===== config.mk =====
export PLATFORM = sky130hd
export DESIGN_NAME = pmaf_filter
export DESIGN_NICKNAME = d
export VERILOG_FILES = /design/src/core/pmaf_pkg.sv /design/src/core/pmaf_delay_mem.sv /design/src/core/pmaf_filter.sv
export VERILOG_INCLUDE_DIRS = /design/src /design/src/core
export SDC_FILE = /design/constraint.sdc
export NUM_CORES = 1
export LEC_CHECK = 0
export ABC_AREA = 1
export BUFFER_PORTS_ARGS = -buffer_cell sky130_fd_sc_hd__buf_4
export CAP_MARGIN = 10
export CORE_MARGIN = 2
export CORE_UTILIZATION = 59
export DETAILED_ROUTE_END_ITERATION = 12
export GPL_ROUTABILITY_DRIVEN = 0
export PLACE_DENSITY = 0.79
export SLEW_MARGIN = 20
export SYNTH_ARGS = -nofsm -noshare
export SYNTH_HDL_FRONTEND = slang
export SYNTH_SLANG_ARGS = --single-unit

===== constraint.sdc =====
create_clock -name core_clk -period 28.8 [get_ports core_clk]
set_input_delay 8.64 -clock core_clk [delete_from_list [all_inputs] [get_ports core_clk]]
set_output_delay 8.64 -clock core_clk [all_outputs]
set_load 0.05 [all_outputs]

===== src/core/pmaf_map.svh =====
// register map, field positions, reset values and timing counts for the availability filter
`ifndef PMAF_MAP_SVH
`define PMAF_MAP_SVH
`define PMAF_OFF_CTRL 12'h000
`define PMAF_OFF_STAT 12'h004
`define PMAF_OFF_IRQ 12'h008
`define PMAF_OFF_MASK 12'h00C
`define PMAF_OFF_NBBE 12'h010
`define PMAF_OFF_UBBE 12'h014
`define PMAF_OFF_UES 12'h018
`define PMAF_OFF_USES 12'h01C
`define PMAF_OFF_ABBE 12'h020
`define PMAF_OFF_ZBBE 12'h024
`define PMAF_OFF_BIFL 12'h028
`define PMAF_OFF_DLY 12'h02C
`define PMAF_BIT_TRIB 0
`define PMAF_BIT_UNI 0
`define PMAF_BIT_BI 1
`define PMAF_CTRL_RST 32'h0000_0000
`define PMAF_MASK_RST 2'h0
`define PMAF_SES_RUN 10
`define PMAF_DELAY_SEC 10
`endif


===== src/core/pmaf_pkg.sv =====
// types shared by the availability filter files
package pmaf_pkg;
  // one second's monitoring values for one direction
  typedef struct packed {
    logic [15:0] bbe;
    logic es;
    logic ses;
  } pmaf_ev_t;
  // defect and event flags for one second
  typedef struct packed {
    logic nearSes;
    logic defectSec;
    logic mfPresent;
  } pmaf_flags_t;
  // unavailable-time detector states
  typedef enum logic [1:0] {
    AVAIL = 2'b01,
    UNAVAIL = 2'b10
  } pmaf_uat_t;
endpackage


===== src/core/pmaf_delay_mem.sv =====
// ten-stage per-second delay line, advanced on the one-second tick
`timescale 1ns/100ps
`default_nettype none
module pmaf_delay_mem #(
  parameter int WIDTH = 8,
  parameter int DEPTH = 10
) (
  // clock and reset
  input wire logic clk,
  input wire logic rstn,
  // per-second stream
  input wire logic tick,
  input wire logic [WIDTH-1:0] din,
  output logic [WIDTH-1:0] dout
);
  logic [WIDTH-1:0] stage_r [DEPTH]; // shift stages, last one is the read register

  initial begin
    if (DEPTH < 1 || WIDTH < 1) $error("pmaf_delay_mem: bad size");
  end

  // shift once per second; reset clears all stages
  always_ff @(posedge clk or negedge rstn) begin
    if (!rstn) begin
      for (int i = 0; i < DEPTH; i++) stage_r[i] <= '0;
    end else if (tick) begin
      stage_r[0] <= din;
      for (int i = 1; i < DEPTH; i++) stage_r[i] <= stage_r[i-1];
    end
  end

  assign dout = stage_r[DEPTH-1];
endmodule // pmaf_delay_mem
`default_nettype wire


===== src/core/pmaf_filter.sv =====
// per-second background-block-error, availability and delay filter with apb registers
//
// The APB slave port and the register offsets were chosen for this implementation.
`timescale 1ns/100ps
`default_nettype none
`include "pmaf_map.svh"
// Function
// - bbe equals count unless severe or defect
// - two-mbit tributary also needs multiframe present
// - unavailable after ten consecutive severe seconds
// - available after ten seconds without severe
// - unconnected uni event inputs read as zero
// - event values delayed ten seconds
// - uni filter zeroes delayed values when unavailable
// - unavailable second output is uat state
// - report every unavailable state change
// - bi filter ors both delayed commands
// - bi filter zeroes both directions when unavailable
// - same uni filter serves any direction
// - plain ten second delay, no gating
module pmaf_filter #(
  parameter int BBE_W = 16,
  parameter int DLY_W = 8,
  parameter int RUN = `PMAF_SES_RUN,
  parameter int DEPTH = `PMAF_DELAY_SEC,
  parameter bit UNI_CONN_BBE = 1'b1,
  parameter bit UNI_CONN_ES = 1'b1,
  parameter bit UNI_CONN_SES = 1'b1
) (
  // clock and reset
  input wire logic core_clk,
  input wire logic rstn,
  // apb slave
  input wire logic psel,
  input wire logic penable,
  input wire logic pwrite,
  input wire logic [11:0] paddr,
  input wire logic [31:0] pwdata,
  output logic [31:0] prdata,
  output logic pready,
  output logic pslverr,
  // per-second inputs, valid with tick
  input wire logic secTick,
  input wire logic [BBE_W-1:0] block_error_count,
  input wire pmaf_pkg::pmaf_flags_t nearFlags,
  input wire pmaf_pkg::pmaf_ev_t uniIn,
  input wire pmaf_pkg::pmaf_ev_t azIn,
  input wire pmaf_pkg::pmaf_ev_t zaIn,
  input wire logic [DLY_W-1:0] plainIn,
  // per-second outputs
  output logic [BBE_W-1:0] near_bg_block_err_event,
  output pmaf_pkg::pmaf_ev_t uniOut,
  output logic uniUnavailSecond,
  output pmaf_pkg::pmaf_ev_t azOut,
  output pmaf_pkg::pmaf_ev_t zaOut,
  output logic biUnavailSecond,
  output logic [DLY_W-1:0] plainOut,
  output logic uatReport,
  output logic irq
);
  import pmaf_pkg::*;

  localparam int EVW = $bits(pmaf_ev_t);

  initial begin
    if (BBE_W != 16) $error("pmaf_filter: BBE_W must match pmaf_ev_t");
    if (RUN < 1 || RUN > 15 || DEPTH < 1) $error("pmaf_filter: bad RUN or DEPTH");
    // the plain register read pads with at least one zero bit
    if (DLY_W < 1 || DLY_W > 31) $error("pmaf_filter: bad DLY_W");
  end

  // reset release through two flops
  logic rstSync1_r, rstSync2_r;
  always_ff @(posedge core_clk or negedge rstn) begin
    if (!rstn) begin
      rstSync1_r <= 1'b0;
      rstSync2_r <= 1'b0;
    end else begin
      rstSync1_r <= 1'b1;
      rstSync2_r <= rstSync1_r;
    end
  end
  logic rstnInt;
  assign rstnInt = rstSync2_r;

  // gate an event with the unavailable state
  function automatic pmaf_ev_t gateEv(input pmaf_ev_t ev, input logic unavail);
    gateEv = unavail ? '0 : ev;
  endfunction

  // severe-run detector step: returns next state, counter
  function automatic logic [4:0] uatStep(input logic state, input logic [3:0] cnt, input logic ses);
    logic [3:0] c;
    logic s;
    c = cnt;
    s = state;
    // count seconds opposing the current state, restart on agreement
    if (ses != state) begin
      c = cnt + 4'h1;
      if (c == 4'(RUN)) begin
        s = ses;
        c = 4'h0;
      end
    end else begin
      c = 4'h0;
    end
    uatStep = {s, c};
  endfunction

  // control register: tributary mode select
  logic [31:0] ctrl_r;
  logic [1:0] irqStat_r, irqMask_r;
  logic twoMbit;
  assign twoMbit = ctrl_r[`PMAF_BIT_TRIB];

  // unconnected inputs replaced by zero
  pmaf_ev_t uniInC;
  assign uniInC.bbe = UNI_CONN_BBE ? uniIn.bbe : 16'h0000;
  assign uniInC.es = UNI_CONN_ES ? uniIn.es : 1'b0;
  assign uniInC.ses = UNI_CONN_SES ? uniIn.ses : 1'b0;

  // near-end background block error per second
  always_ff @(posedge core_clk or negedge rstnInt) begin
    if (!rstnInt) begin
      near_bg_block_err_event <= '0;
    end else if (secTick) begin
      if (nearFlags.nearSes || nearFlags.defectSec) begin
        near_bg_block_err_event <= '0;
      end else if (twoMbit && !nearFlags.mfPresent) begin
        near_bg_block_err_event <= '0;
      end else begin
        near_bg_block_err_event <= block_error_count;
      end
    end
  end

  // unavailable-time detectors: uni, a-z, z-a (same detector for any direction)
  logic [2:0] cmd_r; // unavail_time_command per detector
  logic [3:0] cnt_r [3];
  logic [2:0] sesVec;
  assign sesVec = {zaIn.ses, azIn.ses, uniInC.ses};
  always_ff @(posedge core_clk or negedge rstnInt) begin
    if (!rstnInt) begin
      cmd_r <= 3'h0;
      for (int i = 0; i < 3; i++) cnt_r[i] <= 4'h0;
    end else if (secTick) begin
      for (int i = 0; i < 3; i++) begin
        {cmd_r[i], cnt_r[i]} <= uatStep(cmd_r[i], cnt_r[i], sesVec[i]);
      end
    end
  end

  // delay lines: uni events, both bi directions and bi commands, plain input
  pmaf_ev_t uniDly, azDly, zaDly;
  logic [1:0] biCmdDly;
  logic [DLY_W-1:0] plainDly;
  pmaf_delay_mem #(.WIDTH(EVW), .DEPTH(DEPTH)) uDlyUni (
    .clk(core_clk), .rstn(rstnInt), .tick(secTick), .din(uniInC), .dout(uniDly));
  pmaf_delay_mem #(.WIDTH(2 * EVW + 2), .DEPTH(DEPTH)) uDlyBi (
    .clk(core_clk), .rstn(rstnInt), .tick(secTick),
    .din({azIn, zaIn, cmd_r[2:1]}), .dout({azDly, zaDly, biCmdDly}));
  pmaf_delay_mem #(.WIDTH(DLY_W), .DEPTH(DEPTH)) uDlyPlain (
    .clk(core_clk), .rstn(rstnInt), .tick(secTick), .din(plainIn), .dout(plainDly));

  // the uni command already lines up with the ten-second-delayed events:
  // it only changes after a ten-second run, matching the delay depth
  logic uniUat, biUat;
  assign uniUat = cmd_r[0];
  assign biUat = biCmdDly[0] | biCmdDly[1];

  // gated event outputs, plain delay and state flags, updated once per second
  logic uniUat_r, biUat_r;
  always_ff @(posedge core_clk or negedge rstnInt) begin
    if (!rstnInt) begin
      uniOut <= '0;
      azOut <= '0;
      zaOut <= '0;
      plainOut <= '0;
      uniUnavailSecond <= 1'b0;
      biUnavailSecond <= 1'b0;
      uniUat_r <= 1'b0;
      biUat_r <= 1'b0;
    end else if (secTick) begin
      uniOut <= gateEv(uniDly, uniUat);
      azOut <= gateEv(azDly, biUat);
      zaOut <= gateEv(zaDly, biUat);
      plainOut <= plainDly;
      uniUnavailSecond <= uniUat;
      biUnavailSecond <= biUat;
      uniUat_r <= uniUat;
      biUat_r <= biUat;
    end
  end

  // state-change report pulses, one cycle after the tick that moves the output
  logic uniChg, biChg;
  assign uniChg = secTick && (uniUat != uniUat_r);
  assign biChg = secTick && (biUat != biUat_r);
  always_ff @(posedge core_clk or negedge rstnInt) begin
    if (!rstnInt) begin
      uatReport <= 1'b0;
    end else begin
      uatReport <= uniChg | biChg;
    end
  end

  // apb decode: zero-wait, unmapped address gives pslverr
  logic apbAcc, apbWr;
  logic [1:0] w1c;
  assign apbAcc = psel && penable;
  assign apbWr = apbAcc && pwrite;
  assign w1c = (apbWr && paddr == `PMAF_OFF_IRQ) ? pwdata[1:0] : 2'h0;

  // control and mask registers
  always_ff @(posedge core_clk or negedge rstnInt) begin
    if (!rstnInt) begin
      ctrl_r <= `PMAF_CTRL_RST;
      irqMask_r <= `PMAF_MASK_RST;
    end else if (apbWr) begin
      if (paddr == `PMAF_OFF_CTRL) begin
        ctrl_r <= {31'h0000_0000, pwdata[0]};
      end else if (paddr == `PMAF_OFF_MASK) begin
        irqMask_r <= pwdata[1:0];
      end
    end
  end

  // sticky change flags; a new change beats a simultaneous clear
  always_ff @(posedge core_clk or negedge rstnInt) begin
    if (!rstnInt) begin
      irqStat_r <= 2'h0;
    end else begin
      irqStat_r[`PMAF_BIT_UNI] <= uniChg | (irqStat_r[`PMAF_BIT_UNI] & ~w1c[`PMAF_BIT_UNI]);
      irqStat_r[`PMAF_BIT_BI] <= biChg | (irqStat_r[`PMAF_BIT_BI] & ~w1c[`PMAF_BIT_BI]);
    end
  end

  // level interrupt
  always_ff @(posedge core_clk or negedge rstnInt) begin
    if (!rstnInt) begin
      irq <= 1'b0;
    end else begin
      irq <= |(irqStat_r & irqMask_r);
    end
  end

  // read mux and answer, registered
  logic [31:0] rdNxt;
  logic errNxt;
  always_comb begin
    rdNxt = 32'h0000_0000;
    errNxt = 1'b0;
    if (paddr == `PMAF_OFF_CTRL) begin
      rdNxt = ctrl_r;
    end else if (paddr == `PMAF_OFF_STAT) begin
      rdNxt = {28'h0, biUat, uniUat, cmd_r[2:1]};
    end else if (paddr == `PMAF_OFF_IRQ) begin
      rdNxt = {30'h0, irqStat_r};
    end else if (paddr == `PMAF_OFF_MASK) begin
      rdNxt = {30'h0, irqMask_r};
    end else if (paddr == `PMAF_OFF_NBBE) begin
      rdNxt = {16'h0, near_bg_block_err_event};
    end else if (paddr == `PMAF_OFF_UBBE) begin
      rdNxt = {16'h0, uniOut.bbe};
    end else if (paddr == `PMAF_OFF_UES) begin
      rdNxt = {31'h0, uniOut.es};
    end else if (paddr == `PMAF_OFF_USES) begin
      rdNxt = {31'h0, uniOut.ses};
    end else if (paddr == `PMAF_OFF_ABBE) begin
      rdNxt = {16'h0, azOut.bbe};
    end else if (paddr == `PMAF_OFF_ZBBE) begin
      rdNxt = {16'h0, zaOut.bbe};
    end else if (paddr == `PMAF_OFF_BIFL) begin
      rdNxt = {28'h0, zaOut.ses, zaOut.es, azOut.ses, azOut.es};
    end else if (paddr == `PMAF_OFF_DLY) begin
      rdNxt = {{(32 - DLY_W){1'b0}}, plainOut};
    end else begin
      errNxt = 1'b1;
    end
  end

  // pready pulses in the access phase one cycle after setup
  always_ff @(posedge core_clk or negedge rstnInt) begin
    if (!rstnInt) begin
      pready <= 1'b0;
      prdata <= 32'h0000_0000;
      pslverr <= 1'b0;
    end else begin
      pready <= psel && !penable;
      prdata <= (psel && !penable && !pwrite) ? rdNxt : 32'h0000_0000;
      pslverr <= psel && !penable && errNxt;
    end
  end
endmodule // pmaf_filter
`default_nettype wire


==> results.yml <==
status:
  status: "finished clean"
synthesis:
  post_synth_xor_area_fraction: 0.002700
  post_synthesis_sequential_element_count: 762
  synth_warnings: 0
  synth-adder-area-share: 0.002572
  compound_gate_portion_of_the_synthesized_area: 0.1342
  synth_top_cells_by_area: "sky130_fd_sc_hd__dfrtp_1 65%, sky130_fd_sc_hd__nand2_1 11%, sky130_fd_sc_hd__o21ai_0 11%, sky130_fd_sc_hd__inv_1 5.1%, sky130_fd_sc_hd__clkbuf_1 1.4%"
  yosys.area.top_type_share: 0.6532
  avgSynthCellArea_sq_um: 9.525
  postSynthCellCount: 3065
  netlist_area_sq_mm: 0.02919
  dominant_combinational_cell_family_by_area_after_synthesis: "compound AO/OA/AOI/OAI gates"
  synth.mux.area_fraction: 0.0003429
  synth_simple_gate_area_frac: 0.1267
  synthDominantAreaCellType: "sky130_fd_sc_hd__dfrtp_1"
  yosysUniqueCellTypes: 36
  yosysSeqAreaShare: 0.6532
clocking:
  postCtsHoldBufs: 0
  cts_inserted_buffers: 74
  ctsHtreeMaxLevel: 3
  numClockSinks: 762
  clkTransAtPathRegs_ps: 60
  clock_latency_ps: 590
  cts-root-to-sink-buffers: 3
  cts.repair.resized: 0
  cts_tree: "yes"
  cts_post_setup_buffers_inserted: 0
  clock-root-buffer: "sky130_fd_sc_hd__clkbuf_16"
floorplan:
  die_h_microns: 226.4
  floorplan.die_area_sq_mm: 0.05128
  placementRows: 81
  initial_utilization: 0.5976
  ioPinCount: 247
  fp.dieW_microns: 226.4
  core_sq_mm: 0.04885
worst_setup_path:
  critical_path.n_buffers_inverters: 4
  reg2reg_from: "rstSync2_r"
  critPathSlowestCell: "sky130_fd_sc_hd__buf_4"
  cp_cell_sequence: "buf_8 > inv_8 > buf_4 > buf_4 > o21ai_0"
  worstSetupStartpointType: "primary input"
  ff2ff_setup_slack_ps: 25760
  path_common_cell: "sky130_fd_sc_hd__buf_4"
  worst_setup_path_end_kind: "flip-flop"
  critPathTopFamily: "buffers and inverters"
  cp_slowest_stage_delay_ps: 890
  timing.reg2reg.worst_path_depth: 3
  rr_endpoint: "near_bg_block_err_event[13]"
  critPathRequiredTime_ps: 29210
  timing.setup.critical_path_class: "primary input to flip-flop"
  cp_max_fo: 130
  cp.arrival_ps: 11510
final_layout:
  nets: 3330
  multi_input_comb_area_sq_mm: 0.007843
  layout.filler_cells: 3656
  fraction_of_final_layout_cells_with_drive_strength_greater_than_1: 0.1124
  layout.area.seq_sq_mm: 0.01907
  antenna_cells_inserted: 0
  synthToLayoutAreaGrowth_pct: 14.33
power:
  irDropWorstVdd_mv: 0.04217
  power_per_cell_area_mw_per_mm2: 76.77
  totalPowerFinal_mw: 2.562
  total_leakage_power_nw: 16.17
worst_hold_path:
  min_path_type: "flip-flop to async pin"
drt:
  route.detailed.drc: 0
  post_drt_via_cell_ratio: 5.215
  detailroute.via_count: 20396
  drt-initial-drc-count: 2181
  wire_per_inst_microns: 15.52
  ant_nets: 0
  drt_pre_antenna_iters: 7
  finalWirelength_mm: 60.70
timing:
  setup-tns-final_ps: 0
  maxSlewViolCount: 0
  fmax_mhz: 90.11
  skew_ps: 18.37
  slew-limit-headroom: 0.3184
  layout_min_cycle_time_ps: 11100
  finalSetupViolCount: 0
  rsz_0062_raised_after_global_routing: "no"
  final.period_utilization: 0.3853
  report.final.hold_viol_count: 0
  worst-slew-pin-transition_ps: 1022
place:
  hpwl_mm: 37.91
  buffer_ports.inserted: 200
global_route:
  grt_max_degree: 287
  grt_overflow_total: 0
  grt_first_pass_wirelength_mm: 100.1
  antenna_violations_before_repair: 1
  first_global_vias: 19836
  grt_util_all_layers: 0.2422
job:
  max_capacitance_violation_count: 0
[logic make-up (layout without fill, tap and decap cells)]
group	after synthesis	after routing
XOR/XNOR	9	9
AO/OA/AOI/OAI	747	747
other	2	17
adder cells (fa/ha/maj)	6	6
flip-flops	762	762
multiplexers	1	1
AND/OR/NAND/NOR	952	952
buffers and inverters	586	753
[area by class of cell]
cell class | instances | share of cell area
clock buffers | 116 | 0.06812
clock inverters | 14 | 0.003899
inverters | 403 | 0.04555
multi-input cells | 1732 | 0.2350
flip-flops and latches | 762 | 0.5714
well taps | 664 | 0.02489
repair buffers | 220 | 0.05113
[how the worst max path moves through the flow]
stage / startpoint / end / slack [ps] / cells after the start
global placement: secTick / uDlyUni.stage_r[127] / 17300 / 5
CTS: secTick / uDlyUni.stage_r[63] / 17810 / 5
detailed placement: secTick / uDlyUni.stage_r[133] / 17200 / 5
finish: secTick / uDlyUni.stage_r[97] / 17700 / 5
floorplan: rstSync2_r / azOut[0] / 5990 / 0
global route: secTick / uDlyUni.stage_r[107] / 17490 / 5
[power breakdown]
part	internal, mW	switching (mW)	leakage (nW)
Combinational	0.0955	0.228	5.12
Sequential	1.22	0.0777	9.87
Clock	0.559	0.387	1.19
Total	1.87	0.693	16.2
[cells in the final DEF, fill, tap and decap left out, types with 3 or more instances in the layout]
master and n:
sky130_fd_sc_hd__clkbuf_16 77, sky130_fd_sc_hd__o21ai_0 622, sky130_fd_sc_hd__xor2_1 9, sky130_fd_sc_hd__nor2_1 19, sky130_fd_sc_hd__nor2_2 10, sky130_fd_sc_hd__o21ai_1 14, sky130_fd_sc_hd__a221oi_2 4, sky130_fd_sc_hd__o22ai_1 61
sky130_fd_sc_hd__nand3_2 3, sky130_fd_sc_hd__nand3_1 22, sky130_fd_sc_hd__dfrtp_1 761, sky130_fd_sc_hd__inv_1 394, sky130_fd_sc_hd__a21oi_1 23, sky130_fd_sc_hd__nand2_2 3, sky130_fd_sc_hd__buf_4 211, sky130_fd_sc_hd__nand2_1 889
sky130_fd_sc_hd__clkinv_2 9, sky130_fd_sc_hd__clkbuf_1 19, sky130_fd_sc_hd__inv_2 7, sky130_fd_sc_hd__clkbuf_8 20, sky130_fd_sc_hd__buf_6 6, sky130_fd_sc_hd__a211oi_1 16, sky130_fd_sc_hd__conb_1 17, sky130_fd_sc_hd__ha_1 6
[state kept, by name, indices dropped and copies added (netlist names), 12 cells and up]
signal,count
cnt_r,12
uDlyPlain.stage_r,72
uDlyBi.stage_r,342
uDlyBi.dout,38
prdata,16
uDlyUni.stage_r,162
zaOut,18
uniOut,18
uDlyUni.dout,18
azOut,18
near_bg_block_err_event,16
[per-stage QoR]
stage	setup WS, ps	instances	cell area [sq um]	utilization	hold WS [ps]
5_1_grt	17490	3911	33380	0.6832	361.5
4_1_cts	17810	3910	33330	0.6824	346.6
3_5_place_dp	17200	3780	30930	0.6332	340.3
2_1_floorplan	5987	3080	29250	-	331.2
6_report	17700	3911	33380	0.6832	327.4
3_3_place_gp	17300	3780	30930	0.6332	331.4
[per-layer routing]
metal,share of wire,GRT usage,vias to the layer above
li1,-,-,9883
met1,0.45,0.3450,9703
met2,0.45,0.3722,675
met3,0.064,0.04289,133
met4,0.036,0.1023,2
met5,0.00021,0,-
[worst register-to-register path: cells and delay by family, from the launching register on]
kind	cells	cell delay, ps
DFF	1	790
buffers and inverters	3	2210
[cells in the mapped netlist, drive strengths merged]
library cell	number
a211oi	16
a21oi	23
a221oi	4
buf	75
clkbuf	108
clkinv	1
conb	2
dfrtp	762
ha	6
inv	402
mux2i	1
nand2	892
nand3	26
nand4	1
nor2	31
nor4	1
o2111ai	1
o211ai	2
o21ai	637
o21ba	1
o21bai	1
o22ai	61
o31ai	1
or2	1
xor2	9
Note: power is estimated with default switching activity, not from simulation.
